### src/hdl/vitpe_cfg.svh
// Constants for the vectored interrupt, timer and port event block.
// Assumes a 125 MHz aclk and an AXI4-Lite register port of 32-bit words.
`ifndef VITPE_CFG_SVH
`define VITPE_CFG_SVH

`define VITPE_CLK_HZ 125000000
`define VITPE_TICK_HZ 1000000
`define VITPE_TICK_DIV (`VITPE_CLK_HZ / `VITPE_TICK_HZ)
`define VITPE_TAP_FAST 6
`define VITPE_TAP_SLOW 9
`define VITPE_NUM_IRQ 11
`define VITPE_RESET_PC 14'h0000

`define VITPE_ADDR_TMR_LO 8'h00
`define VITPE_ADDR_TMR_HI 8'h04
`define VITPE_ADDR_IRQ_STAT 8'h08
`define VITPE_ADDR_IRQ_MASK 8'h0C
`define VITPE_ADDR_IRQ_VEC 8'h10
`define VITPE_ADDR_GP_CFG 8'h14
`define VITPE_ADDR_GP_EN0 8'h18
`define VITPE_ADDR_GP_EN1 8'h1C
`define VITPE_ADDR_GP_EN2 8'h20
`define VITPE_ADDR_GP_EN3 8'h24
`define VITPE_ADDR_SK_DATA 8'h28
`define VITPE_ADDR_SK_EN 8'h2C
`define VITPE_ADDR_SK_POL 8'h30
`define VITPE_ADDR_SK_ISINK0 8'h40
`define VITPE_ADDR_GP_DATA0 8'h60
`define VITPE_ADDR_GP_DATA3 8'h6C

`define VITPE_BIT_TMR_FAST 0
`define VITPE_BIT_TMR_SLOW 1
`define VITPE_BIT_EP0 2
`define VITPE_BIT_HUB 7
`define VITPE_BIT_SINK 8
`define VITPE_BIT_GPIO 9
`define VITPE_BIT_SER 10

`define VITPE_SK_DATA_RST 8'hFF

`endif

### src/hdl/vitpe_pkg.sv
// Types for the vectored interrupt, timer and port event block.
// Assumes the constants header is compiled alongside.
package vitpe_pkg;
  typedef enum logic [1:0] {
    VITPE_GP_PULLUP_IN,
    VITPE_GP_OPEN_DRAIN,
    VITPE_GP_PUSH_PULL,
    VITPE_GP_RESERVED
  } vitpe_gp_mode_t;

  typedef struct packed {
    vitpe_gp_mode_t mode;
    logic rising;
  } vitpe_gp_cfg_t;

  typedef struct packed {
    logic [7:0] out;
    logic [7:0] oe;
  } vitpe_pin_drive_t;
endpackage

### src/hdl/vitpe_top.sv
// Vectored interrupt sources, 12-bit microsecond timer, port pin events and
// the programmable current-sink port, with an AXI4-Lite register slave.
// Assumes pins are asynchronous to aclk; USB and serial events are aclk pulses.
// Functional notes
// - Eleven maskable vectored interrupt sources
// - Twelve-bit counter advancing each microsecond
// - Timer interrupt on bit 6/9 rising
// - Low byte read captures upper nibble
// - Upper nibble read returns held copy
// - All port pins share one vector
// - Per-pin enable for port pin events
// - Per-pin enable on sink port
// - Per-pin edge polarity on sink port
// - Port edge polarity set per port
// - Fire on rising or falling edge
// - Writing one releases sink, pull-up high
// - Writing zero sinks the programmed current
// - Per-pin sixteen-level sink current setting
// - Endpoint events raise endpoint interrupts
// - Port modes: pull-up, open-drain, push-pull
// - Reset clears all but sink data (set to all ones), start address zero; the pin synchroniser chains have no reset
//
// The address map and the AXI4-Lite slave port were left to the implementer.
`include "vitpe_cfg.svh"
`timescale 1ns/1ps
`default_nettype none

module vitpe_top #(
  parameter int TICK_DIV = `VITPE_TICK_DIV,
  parameter int GP3_WIDTH = 7
) (
  input wire logic aclk,
  input wire logic aresetn,
  input wire logic [7:0] s_axi_awaddr,
  input wire logic s_axi_awvalid,
  output logic s_axi_awready,
  input wire logic [31:0] s_axi_wdata,
  input wire logic [3:0] s_axi_wstrb,
  input wire logic s_axi_wvalid,
  output logic s_axi_wready,
  output logic [1:0] s_axi_bresp,
  output logic s_axi_bvalid,
  input wire logic s_axi_bready,
  input wire logic [7:0] s_axi_araddr,
  input wire logic s_axi_arvalid,
  output logic s_axi_arready,
  output logic [31:0] s_axi_rdata,
  output logic [1:0] s_axi_rresp,
  output logic s_axi_rvalid,
  input wire logic s_axi_rready,
  input wire logic [31:0] gp_pins_in,
  output vitpe_pkg::vitpe_pin_drive_t [3:0] gp_drive,
  output logic [3:0] gp_pullup_en,
  input wire logic [7:0] sink_port_pins_in,
  output logic [7:0] sink_port_pullup_en,
  output logic [7:0] sink_port_sink_en,
  output logic [31:0] sink_port_isink,
  input wire logic [4:0] usb_ep_event,
  input wire logic usb_hub_event,
  input wire logic serial_event,
  output logic irq,
  output logic [3:0] irq_vector,
  output logic [13:0] reset_pc
);
  if (TICK_DIV < 1 || GP3_WIDTH < 1 || GP3_WIDTH > 8)
  begin : g_bad_param
    $error("vitpe_top: unsupported parameter value");
  end

  localparam logic [7:0] GP3_MASK = 8'(((1 << GP3_WIDTH) - 1));

  // AXI4-Lite slave: one write and one read outstanding
  logic aw_hold_q, w_hold_q;
  logic [7:0] awaddr_q;
  logic [31:0] wdata_q;
  logic [3:0] wstrb_q;
  logic wr_fire;
  logic rd_fire;
  assign s_axi_awready = !aw_hold_q && !s_axi_bvalid;
  assign s_axi_wready = !w_hold_q && !s_axi_bvalid;
  assign s_axi_arready = !s_axi_rvalid;
  assign wr_fire = aw_hold_q && w_hold_q && !s_axi_bvalid;
  assign rd_fire = s_axi_arvalid && s_axi_arready;

  always_ff @(posedge aclk)
  begin
    if (!aresetn)
    begin
      aw_hold_q <= 1'b0;
      w_hold_q <= 1'b0;
      awaddr_q <= 8'h00;
      wdata_q <= 32'h00000000;
      wstrb_q <= 4'h0;
    end
    else
    begin
      if (s_axi_awvalid && s_axi_awready)
      begin
        aw_hold_q <= 1'b1;
        awaddr_q <= s_axi_awaddr;
      end
      else if (wr_fire)
        aw_hold_q <= 1'b0;
      if (s_axi_wvalid && s_axi_wready)
      begin
        w_hold_q <= 1'b1;
        wdata_q <= s_axi_wdata;
        wstrb_q <= s_axi_wstrb;
      end
      else if (wr_fire)
        w_hold_q <= 1'b0;
    end
  end

  logic wr_ok, wr_err;
  logic [7:0] wr_byte;
  assign wr_byte = wstrb_q[0] ? wdata_q[7:0] : 8'h00;
  assign wr_err = awaddr_q[1:0] != 2'h0 || awaddr_q > `VITPE_ADDR_GP_DATA3
    || (awaddr_q > `VITPE_ADDR_SK_POL && awaddr_q < `VITPE_ADDR_SK_ISINK0);
  assign wr_ok = wr_fire && wstrb_q[0] && !wr_err;

  always_ff @(posedge aclk)
  begin
    if (!aresetn)
    begin
      s_axi_bvalid <= 1'b0;
      s_axi_bresp <= 2'h0;
    end
    else if (wr_fire)
    begin
      s_axi_bvalid <= 1'b1;
      s_axi_bresp <= wr_err ? 2'h2 : 2'h0;
    end
    else if (s_axi_bready)
      s_axi_bvalid <= 1'b0;
  end

  // Microsecond tick from aclk divider
  logic [$clog2(TICK_DIV + 1)-1:0] div_q;
  logic tick;
  assign tick = (div_q == ($bits(div_q))'(TICK_DIV - 1));
  always_ff @(posedge aclk)
  begin
    if (!aresetn)
      div_q <= '0;
    else if (tick)
      div_q <= '0;
    else
      div_q <= div_q + 1'b1;
  end

  logic [11:0] tmr_q;
  logic [3:0] tmr_hold_q;
  always_ff @(posedge aclk)
  begin
    if (!aresetn)
      tmr_q <= 12'h000;
    else if (tick)
      tmr_q <= tmr_q + 12'h001;
  end

  logic rd_lo;
  assign rd_lo = rd_fire && s_axi_araddr == `VITPE_ADDR_TMR_LO;
  always_ff @(posedge aclk)
  begin
    if (!aresetn)
      tmr_hold_q <= 4'h0;
    else if (rd_lo)
      tmr_hold_q <= tmr_q[11:8];
  end

  logic tap_fast_ev, tap_slow_ev;
  // Tap bit rises when all lower bits roll over on a tick
  assign tap_fast_ev = tick && tmr_q[`VITPE_TAP_FAST:0] == 7'h3F;
  assign tap_slow_ev = tick && tmr_q[`VITPE_TAP_SLOW:0] == 10'h1FF;

  // Pin synchronisers and edge detection
  logic [31:0] gp_s1_q, gp_s2_q, gp_s3_q;
  logic [7:0] sk_s1_q, sk_s2_q, sk_s3_q;
  // No reset: the chain follows the pins, so no false edge after reset
  always_ff @(posedge aclk)
  begin
    gp_s1_q <= gp_pins_in;
    gp_s2_q <= gp_s1_q;
    gp_s3_q <= gp_s2_q;
    sk_s1_q <= sink_port_pins_in;
    sk_s2_q <= sk_s1_q;
    sk_s3_q <= sk_s2_q;
  end

  vitpe_pkg::vitpe_gp_cfg_t [3:0] gp_cfg_q;
  logic [3:0][7:0] gp_en_q;
  logic [3:0][7:0] gp_data_q;
  logic [7:0] sk_data_q, sk_en_q, sk_pol_q;
  logic [7:0][3:0] sk_isink_q;
  logic [31:0] gp_hit;
  logic [7:0] sk_hit;

  genvar gi;
  generate
    for (gi = 0; gi < 32; gi++)
    begin : g_gp
      logic rise, fall;
      assign rise = gp_s2_q[gi] && !gp_s3_q[gi];
      assign fall = !gp_s2_q[gi] && gp_s3_q[gi];
      assign gp_hit[gi] = gp_en_q[gi / 8][gi % 8] && (gp_cfg_q[gi / 8].rising ? rise : fall);
    end
    for (gi = 0; gi < 8; gi++)
    begin : g_sk
      logic rise, fall;
      assign rise = sk_s2_q[gi] && !sk_s3_q[gi];
      assign fall = !sk_s2_q[gi] && sk_s3_q[gi];
      assign sk_hit[gi] = sk_en_q[gi] && (sk_pol_q[gi] ? rise : fall);
      assign sink_port_pullup_en[gi] = sk_data_q[gi];
      assign sink_port_sink_en[gi] = !sk_data_q[gi];
      assign sink_port_isink[gi*4 +: 4] = sk_isink_q[gi];
    end
    for (gi = 0; gi < 4; gi++)
    begin : g_drv
      logic [7:0] valid_bits;
      assign valid_bits = (gi == 3) ? GP3_MASK : 8'hFF;
      assign gp_drive[gi].out = gp_data_q[gi] & valid_bits;
      assign gp_drive[gi].oe = (gp_cfg_q[gi].mode == vitpe_pkg::VITPE_GP_PUSH_PULL) ? valid_bits :
        (gp_cfg_q[gi].mode == vitpe_pkg::VITPE_GP_OPEN_DRAIN) ? (~gp_data_q[gi] & valid_bits) : 8'h00;
      assign gp_pullup_en[gi] = gp_cfg_q[gi].mode == vitpe_pkg::VITPE_GP_PULLUP_IN;
    end
  endgenerate

  // Eleven interrupt events
  logic [10:0] irq_ev;
  always_comb
  begin
    irq_ev = 11'h000;
    irq_ev[`VITPE_BIT_TMR_FAST] = tap_fast_ev;
    irq_ev[`VITPE_BIT_TMR_SLOW] = tap_slow_ev;
    irq_ev[`VITPE_BIT_EP0 +: 5] = usb_ep_event;
    irq_ev[`VITPE_BIT_HUB] = usb_hub_event;
    irq_ev[`VITPE_BIT_SINK] = |sk_hit;
    irq_ev[`VITPE_BIT_GPIO] = |gp_hit;
    irq_ev[`VITPE_BIT_SER] = serial_event;
  end

  logic [10:0] irq_stat_q, irq_mask_q;
  logic wr_stat;
  assign wr_stat = wr_ok && awaddr_q == `VITPE_ADDR_IRQ_STAT;
  always_ff @(posedge aclk)
  begin
    if (!aresetn)
      irq_stat_q <= 11'h000;
    else
    begin
      // Set wins over a simultaneous write-one clear
      irq_stat_q <= (irq_stat_q & ~(wr_stat ? {wdata_q[10:8] & {3{wstrb_q[1]}}, wr_byte} : 11'h000)) | irq_ev;
    end
  end

  assign irq = |(irq_stat_q & irq_mask_q);

  // Lowest pending unmasked source is the vector
  always_comb
  begin
    irq_vector = 4'hF;
    for (int i = `VITPE_NUM_IRQ - 1; i >= 0; i--)
      if (irq_stat_q[i] && irq_mask_q[i])
        irq_vector = 4'(i);
  end

  // Register writes
  always_ff @(posedge aclk)
  begin
    if (!aresetn)
    begin
      irq_mask_q <= 11'h000;
      gp_cfg_q <= '0;
      gp_en_q <= '0;
      gp_data_q <= '0;
      sk_data_q <= `VITPE_SK_DATA_RST;
      sk_en_q <= 8'h00;
      sk_pol_q <= 8'h00;
      sk_isink_q <= '0;
    end
    else if (wr_ok)
    begin
      unique case (awaddr_q)
        `VITPE_ADDR_IRQ_MASK:
        begin
          irq_mask_q[7:0] <= wr_byte;
          if (wstrb_q[1])
            irq_mask_q[10:8] <= wdata_q[10:8];
        end
        `VITPE_ADDR_GP_CFG:
          gp_cfg_q <= {wdata_q[11:9], wdata_q[8:6], wdata_q[5:3], wdata_q[2:0]} & 12'hFFF;
        `VITPE_ADDR_GP_EN0: gp_en_q[0] <= wr_byte;
        `VITPE_ADDR_GP_EN1: gp_en_q[1] <= wr_byte;
        `VITPE_ADDR_GP_EN2: gp_en_q[2] <= wr_byte;
        `VITPE_ADDR_GP_EN3: gp_en_q[3] <= wr_byte & GP3_MASK;
        `VITPE_ADDR_SK_DATA: sk_data_q <= wr_byte;
        `VITPE_ADDR_SK_EN: sk_en_q <= wr_byte;
        `VITPE_ADDR_SK_POL: sk_pol_q <= wr_byte;
        default:
        begin
          if (awaddr_q >= `VITPE_ADDR_SK_ISINK0 && awaddr_q <= `VITPE_ADDR_SK_ISINK0 + 8'h1C)
            sk_isink_q[awaddr_q[4:2]] <= wr_byte[3:0];
          else if (awaddr_q >= `VITPE_ADDR_GP_DATA0)
            gp_data_q[awaddr_q[3:2]] <= wr_byte;
        end
      endcase
    end
  end

  // Read path
  logic [31:0] rd_val;
  logic rd_err;
  always_comb
  begin
    rd_val = 32'h00000000;
    rd_err = 1'b0;
    unique case (s_axi_araddr)
      `VITPE_ADDR_TMR_LO: rd_val = {24'h000000, tmr_q[7:0]};
      `VITPE_ADDR_TMR_HI: rd_val = {28'h0000000, tmr_hold_q};
      `VITPE_ADDR_IRQ_STAT: rd_val = {21'h000000, irq_stat_q};
      `VITPE_ADDR_IRQ_MASK: rd_val = {21'h000000, irq_mask_q};
      `VITPE_ADDR_IRQ_VEC: rd_val = {28'h0000000, irq_vector};
      `VITPE_ADDR_GP_CFG: rd_val = {20'h00000, gp_cfg_q};
      `VITPE_ADDR_GP_EN0: rd_val = {24'h000000, gp_en_q[0]};
      `VITPE_ADDR_GP_EN1: rd_val = {24'h000000, gp_en_q[1]};
      `VITPE_ADDR_GP_EN2: rd_val = {24'h000000, gp_en_q[2]};
      `VITPE_ADDR_GP_EN3: rd_val = {24'h000000, gp_en_q[3]};
      `VITPE_ADDR_SK_DATA: rd_val = {24'h000000, sk_s2_q};
      `VITPE_ADDR_SK_EN: rd_val = {24'h000000, sk_en_q};
      `VITPE_ADDR_SK_POL: rd_val = {24'h000000, sk_pol_q};
      default:
      begin
        if (s_axi_araddr >= `VITPE_ADDR_SK_ISINK0 && s_axi_araddr <= `VITPE_ADDR_SK_ISINK0 + 8'h1C
            && s_axi_araddr[1:0] == 2'h0)
          rd_val = {28'h0000000, sk_isink_q[s_axi_araddr[4:2]]};
        else if (s_axi_araddr[7:4] == 4'h6 && s_axi_araddr[1:0] == 2'h0)
          rd_val = {24'h000000, gp_s2_q[s_axi_araddr[3:2]*8 +: 8]};
        else
          rd_err = 1'b1;
      end
    endcase
  end

  always_ff @(posedge aclk)
  begin
    if (!aresetn)
    begin
      s_axi_rvalid <= 1'b0;
      s_axi_rdata <= 32'h00000000;
      s_axi_rresp <= 2'h0;
    end
    else if (rd_fire)
    begin
      s_axi_rvalid <= 1'b1;
      s_axi_rdata <= rd_val;
      s_axi_rresp <= rd_err ? 2'h2 : 2'h0;
    end
    else if (s_axi_rready)
      s_axi_rvalid <= 1'b0;
  end

  assign reset_pc = `VITPE_RESET_PC;
endmodule

`default_nettype wire

### config.mk
export PLATFORM = sky130hd
export DESIGN_NAME = vitpe_top
export DESIGN_NICKNAME = d
export VERILOG_FILES = /design/src/hdl/vitpe_pkg.sv /design/src/hdl/vitpe_top.sv
export VERILOG_INCLUDE_DIRS = /design/src /design/src/hdl
export SDC_FILE = /design/constraint.sdc
export NUM_CORES = 1
export LEC_CHECK = 0
export BUFFER_PORTS_ARGS = -buffer_cell sky130_fd_sc_hd__buf_4
export CELL_PAD_IN_SITES_DETAIL_PLACEMENT = 1
export CELL_PAD_IN_SITES_GLOBAL_PLACEMENT = 2
export CORE_ASPECT_RATIO = 0.5
export CORE_MARGIN = 3
export CORE_UTILIZATION = 30
export CTS_CLUSTER_DIAMETER = 100
export DETAILED_ROUTE_END_ITERATION = 10
export PLACE_DENSITY_LB_ADDON = 0.1
export SLEW_MARGIN = 20
export SYNTH_ARGS = -nofsm -noshare
export SYNTH_HDL_FRONTEND = slang
export SYNTH_SLANG_ARGS = --single-unit
export TNS_END_PERCENT = 5
### constraint.sdc
create_clock -name aclk -period 2.04 [get_ports aclk]
set_clock_uncertainty 0.05 [all_clocks]
set_input_delay 0.204 -clock aclk [delete_from_list [all_inputs] [get_ports aclk]]
set_output_delay 0.204 -clock aclk [all_outputs]
set_load 0.05 [all_outputs]
==> results of run 1 <==
==> power by group <==
| group | switching (mW) | internal, mW | total [mW] |
|---|---|---|---|
| clock network | 2.82 | 4.30 | 7.12 |
| registers | 0.139 | 6.71 | 6.85 |
| logic | 0.812 | 0.514 | 1.33 |
| total | 3.77 | 11.5 | 15.3 |
==> logic make-up (layout without fill, tap and decap cells) <==
group | Yosys count | in the layout | synth area share [%]
and+or+nand+nor | 512 | 512 | 18.97
DFF | 334 | 334 | 49.14
AOI/OAI and AO/OA | 289 | 289 | 12.94
muxes | 145 | 145 | 12.61
buffers and inverters | 140 | 532 | 5.075
xor gates and xnor gates | 15 | 15 | 0.9655
adders and majority gates | 3 | 3 | 0.2759
other | 1 | 38 | 0.02756
==> registers in the layout, indices dropped and copies added (netlist names), 4 cells and up <==
register and flops:
s_axi_rdata 12, sk_pol_q 8, awaddr_q 8, gp_en_q 31, sk_s1_q 8, gp_s3_q 31
irq_mask_q 11, irq_stat_q 11, wdata_q 12, tmr_hold_q 4, sink_port_isink 32, sk_s2_q 8
div_q 7, tmr_q 12, sk_s3_q 8, gp_cfg_q 12, gp_s1_q 32, gp_drive 31
sk_en_q 8, gp_s2_q 32, sink_port_pullup_en 8
==> layout by cell type (no fill, tap or decap), types with 26 or more instances in the layout <==
cell type,netlist,final
dfxtp_1,334,320
nor2_1,157,151
nand2b_1,30,26
conb_1,1,38
buf_4,39,349
o21ai_0,107,98
a21oi_1,72,68
nand2_1,158,153
dlygate4sd3_1,0,73
nand3_1,29,29
mux2i_1,113,112
clkbuf_16,0,37
==> timing repair <==
action,CTS,global route
gates cloned,1,0
hold buffers,73,0
pin swaps,24,15
resized for setup,36,51
endpoints found under the hold margin,72,0
setup endpoints to repair,54,144
setup buffers,5,4
==> routing by layer <==
| metal | routed length, um | up-vias |
|---|---|---|
| met3 | 3278 | 59 |
| met1 | 26650 | 6368 |
| li1 | - | 5820 |
| met5 | 13 | - |
| met4 | 1013 | 2 |
| met2 | 26610 | 334 |
==> through the flow <==
| step | TNS, ps | cell area, um^2 | setup WS (ps) | instances |
|---|---|---|---|---|
| after global placement | -4800 | 16790 | -168.1 | 2312 |
| after detailed placement | -6120 | 16790 | -246.2 | 2312 |
| after global routing | -7443 | 19120 | -250.0 | 2456 |
| final | -3237 | 19120 | -167.1 | 2456 |
| after CTS | -3266 | 18930 | -171.4 | 2452 |
| after floorplan | -5403 | 13750 | -176.4 | 1476 |
==> final cells by class <==
cell class,instances,area share [%]
Multi-Input combinational cell,1002,34.37
Tap cell,588,3.847
Clock buffer,47,5.352
Timing Repair Buffer,448,19.61
Sequential cell,334,35.08
Clock inverter,15,1.302
Inverter,22,0.4449
==> final timing paths <==
check,start,endpoint,slack [ps],cells after the start
setup reg to reg,awaddr_q[7],gp_en_q[21],-170,7
hold / removal,s_axi_awvalid,aw_hold_q,120,3
hold reg to reg,gp_s1_q[17],gp_s2_q[17],270,0
setup / recovery,awaddr_q[7],gp_en_q[21],-170,7
==> worst reg2reg max path, cell delays in order, from the launching register on <==
cell     delay, ps
dfxtp_2        320
or3_4          400
buf_6          130
or4_4          570
nor3_4         200
buf_12         160
mux2i_1        190
nor2_1          70
==> results.json, run 1 <==
{
  "hp-class": "in -> reg",
  "die_area_mm2": 0.04811,
  "synth_async_sr_flop_share_pct": 0,
  "wl_per_cell_um": 23.44,
  "route.detailed.drc": 0,
  "critical_path.top_delay_family": "simple AND/OR/NAND/NOR gates",
  "syn_avg_cell_area_um2": 9.457,
  "dp_hpwl_um": 43710,
  "crit_fanout": 8,
  "drv_slew": 0,
  "dr.pass1.iters": 5,
  "worst_pin_slew_ps": 731.8,
  "setup_viol": 36,
  "power_density_mw_per_mm2": 799.6,
  "io_buffers": 221,
  "grt_pass1_vias": 12930,
  "via_per_inst": 5.123,
  "relSlewSlack_pct": 51.12,
  "synth_area_mm2": 0.01361,
  "ys_ff_latch": 334,
  "clock_path_buffers": 3,
  "via_count": 12580,
  "gp_congestion": 0.9693,
  "drive_above_1_share_pct": 28.64,
  "fillers": 4981,
  "finalNetCount": 1951,
  "met3_usage_pct": 4.707,
  "grt_pass1_wl_um": 84090,
  "cts_root_buf": "clkbuf_16",
  "hold_ws_ps": 117.6,
  "synth.area.top_cells": "dfxtp_1 49%, mux2i_1 8.3%, nand2_1 4.4%",
  "drtAntennaViolNets": 0,
  "grt_max_degree": 59,
  "cts_tree": "done",
  "critPathCaptureType": "flop",
  "fp.dieW_um": 307.2,
  "io_pins": 282,
  "final_util_pct": 43.28,
  "finalCritPeriodShare_pct": 108.2,
  "grt_usage_pct": 23.38,
  "clk_pin_slew_ps": 80,
  "htree_levels": 2,
  "multiInputGateArea_mm2": 0.006573,
  "ir_drop_uv": 476.1,
  "grtUsageMet2_pct": 38.88,
  "syn2layout_area_growth_pct": 40.54,
  "seqCellArea_mm2": 0.006709,
  "yosysMostFrequentCell": "dfxtp_1",
  "drt_iter0_drc": 731,
  "synth_warnings": 0,
  "antenna_cells": 0,
  "die_y_um": 156.6,
  "core_mm2": 0.04419,
  "finalWirelength_um": 57560,
  "use_met1_pct": 31.59,
  "synth_commonest_cells": "334 x dfxtp_1, 158 x nand2_1, 157 x nor2_1",
  "antenna_found_initial": 1,
  "outcome": "finished with violations",
  "fmax_mhz": 453.1,
  "slowest_delay_ps": 570,
  "ys_seq_area_share_pct": 49.14,
  "leakage_nw": 8.067,
  "cp.arrival_ps": 2570,
  "period_minus_slack_ps": 2207,
  "rows": 54,
  "critPathBufInv": 2,
  "crit_slowest_cell": "or4_4",
  "grt-busiest-layer": "met2",
  "synth-edff-count": 0,
  "maxCapViolations": 0,
  "violations": "setup timing",
  "required_ps": 2400,
  "finalWorstSetupSlack_ps": -167.1,
  "syn_inst": 1439,
  "yosysTopAreaCell": "dfxtp_1",
  "cts_buffers": 34,
  "clkSinkCount": 334,
  "overflow": 0,
  "start_util_pct": 30.80,
  "insertion_delay_ps": 530,
  "criticalPathCategory": "reg -> reg",
  "rsz0062_at_grt": "yes",
  "startpoint_type": "flop",
  "crit_chain": "or3_4, buf_6, or4_4, nor3_4, buf_12, mux2i_1, nor2_1",
  "power_mw": 15.29,
  "synthFlopType": "dfxtp_1",
  "synth_top_area_share_pct": 49.14,
  "synth_cell_types": 73,
  "hold_viol_final": 0
}
No activity file was read; power rests on OpenSTA's default activity.
==> inputs of run 2 (changes only) <==
--- a/config.mk
+++ b/config.mk
@@ -6,12 +6,13 @@
 export SDC_FILE = /design/constraint.sdc
 export NUM_CORES = 1
 export LEC_CHECK = 0
+export ABC_AREA = 1
 export BUFFER_PORTS_ARGS = -buffer_cell sky130_fd_sc_hd__buf_4
 export CELL_PAD_IN_SITES_DETAIL_PLACEMENT = 1
 export CELL_PAD_IN_SITES_GLOBAL_PLACEMENT = 2
 export CORE_ASPECT_RATIO = 0.5
 export CORE_MARGIN = 3
-export CORE_UTILIZATION = 30
+export CORE_UTILIZATION = 28
 export CTS_CLUSTER_DIAMETER = 100
 export DETAILED_ROUTE_END_ITERATION = 10
 export PLACE_DENSITY_LB_ADDON = 0.1
==> results.json, run 2 <==
{
  "r2r_cells": 9,
  "cts_tree": "done",
  "grt_pass1_vias": 13290,
  "synth_commonest_cells": "398 x nand2_1, 334 x dfxtp_1, 190 x o21ai_0",
  "synth_async_sr_flop_share_pct": 0,
  "route.detailed.drc": 0,
  "clock_path_buffers": 3,
  "grt_max_degree": 150,
  "synth_warnings": 0,
  "leakage_nw": 8.256,
  "design_area_mm2": 0.01883,
  "finalWorstSetupSlack_ps": 64.20,
  "drtAntennaViolNets": 0,
  "antenna_cells": 0,
  "stdcell_count": 2826,
  "gp_congestion": 0.8616,
  "hold_depth": 3,
  "dr.pass1.iters": 5,
  "p_sw_share_pct": 25.37,
  "synth.area.top_cells": "dfxtp_1 50%, nand2_1 11%, o21ai_0 7.1%",
  "overflow": 0,
  "via_count": 13230,
  "crit_chain": "nand2_2, inv_2, nand2_2, nand2_2, nand2_1, nand2_1, nand2_1, nand2_1, nand2_1, nand2_2, a21boi_2, buf_6",
  "drt_iter0_drc": 705,
  "dpl_cell_area_mm2": 0.01655,
  "crit_slowest_cell": "dfxtp_2",
  "switchingPower_mw": 3.765,
  "required_ps": 1790,
  "rows": 55,
  "syn2layout_area_growth_pct": 41.09,
  "cts_buffers": 35,
  "core_mm2": 0.04611,
  "hold_viol_final": 0,
  "dp_hpwl_um": 39430,
  "syn_inst": 1767,
  "intPower_mw": 11.07,
  "clk_pin_slew_ps": 60,
  "clkSinkCount": 334,
  "finalWirelength_um": 53090,
  "power_mw": 14.84,
  "fp.dieW_um": 314.7,
  "critPathCaptureType": "output port",
  "die_y_um": 160.4,
  "worst_pin_slew_ps": 886.0,
  "setup_viol": 0,
  "grt_pass1_wl_um": 79360,
  "synthFlopType": "dfxtp_1",
  "synth_cell_types": 47,
  "wl_per_cell_um": 18.79,
  "slowest_delay_ps": 330,
  "antenna_found_initial": 1,
  "syn_avg_cell_area_um2": 7.552,
  "insertion_delay_ps": 520,
  "hold_ws_ps": 106.8,
  "cp.arrival_ps": 1720,
  "crit_top_cell": "nand2_1",
  "layout_common_cells": "374 x nand2_1, 335 x buf_4, 322 x dfxtp_1",
  "period_minus_slack_ps": 1976,
  "synth_top_area_share_pct": 50.11,
  "layout.cells.most_common": "nand2_1",
  "dp_slack_ps": -134.2,
  "power_frac_comb_pct": 8.8,
  "io_pins": 282,
  "power_density_mw_per_mm2": 788.1,
  "crit_fanout": 3,
  "htree_levels": 2,
  "rsz0062_at_grt": "yes",
  "start_util_pct": 28.94,
  "relSlewSlack_pct": 40.94,
  "hp-class": "in -> reg",
  "startpoint_type": "flop",
  "synth-edff-count": 0,
  "finalNetCount": 2284,
  "die_area_mm2": 0.05047,
  "io_buffers": 221,
  "ys_seq_area_share_pct": 50.11,
  "fmax_mhz": 506.1,
  "via_per_inst": 4.682,
  "fillers": 5592,
  "ir_drop_uv": 597.5,
  "outcome": "completed",
  "grt_usage_pct": 20.30,
  "synth_area_mm2": 0.01334,
  "maxCapViolations": 0,
  "drive_above_1_share_pct": 23.42,
  "setup_tns_ps": 0,
  "criticalPathCategory": "reg -> out",
  "final_util_pct": 40.83,
  "ys_ff_latch": 334,
  "yosysTopAreaCell": "dfxtp_1",
  "finalCritPeriodShare_pct": 96.85,
  "cts_root_buf": "clkbuf_16",
  "yosysMostFrequentCell": "nand2_1",
  "drv_slew": 0,
  "power.share.sequential_pct": 46.2,
  "clkPwrFrac_pct": 45.0,
  "place_inst": 2683
}
-- run 2: cell count changes after synthesis, moves of 83 or more --
cell / change
a21oi_1: +102
mux2i_1: -113
nand2_1: +240
o21ai_0: +83
inv_1: +129
-- run 2: path summary, 6_finish.rpt --
kind / start / end / slack [ps]
worst min-delay path: aresetn / s_axi_rvalid / 110
worst min register to register: sk_s1_q[0] / sk_s2_q[0] / 270
worst max-delay path: irq_mask_q[10] / irq_vector[0] / 60
worst max register to register: awaddr_q[4] / sink_port_isink[22] / 80
-- run 2: logic make-up (layout without fill, tap and decap cells) --
logic type / Yosys count / after routing / synth area share [%]
DFF: 334 / 334 / 50.11
buffers and inverters: 260 / 655 / 8.551
and+or+nand+nor: 715 / 715 / 22.99
other: 1 / 38 / 0.02810
AOI/OAI and AO/OA: 450 / 450 / 17.78
adders and majority gates: 3 / 3 / 0.2813
xor gates and xnor gates: 4 / 4 / 0.2626
-- run 2: metal layers --
| metal | track usage, % | wire length, um |
|---|---|---|
| met5 | 0 | 0 |
| met2 | 32.14 | 23640 |
| met1 | 29.57 | 26260 |
| met3 | 3.623 | 2736 |
| met4 | 2.433 | 458 |
-- run 2: power by group through the flow --
stage	clock, mW	sequential, mW	combinational (mW)
final	6.67	6.86	1.31
after floorplan	0	6.97	0.663
after global routing	7.17	6.88	1.42
after CTS	6.89	6.85	1.26
after global placement	0	6.99	1.14
after detailed placement	0	7.00	1.14
-- run 2: final cells by class --
cell class / instances / area, um^2 / share of cell area [%]
Sequential cell: 334 / 6706 / 35.62
Clock buffer: 44 / 969.7 / 5.151
Multi-Input combinational cell: 1210 / 5849 / 31.07
Inverter: 164 / 625.6 / 3.323
Clock inverter: 17 / 200.2 / 1.063
Tap cell: 627 / 784.5 / 4.167
Timing Repair Buffer: 430 / 3691 / 19.61
-- run 2: repair_timing --
action / CTS / global route
hold endpoints to repair: 71 / 0
hold buffers: 71 / 0
buffers inserted: 0 / 8
endpoints found under the setup margin: 6 / 149
cloned: 0 / 4
gates resized for setup: 13 / 72
pin swaps: 2 / 17
-- run 2: worst max-delay path: cells and delay by family, from the launching register on --
family	cells	cell delay, ps
simple gates	9	490
flops	1	330
buf+inv	2	220
compound gates	1	170
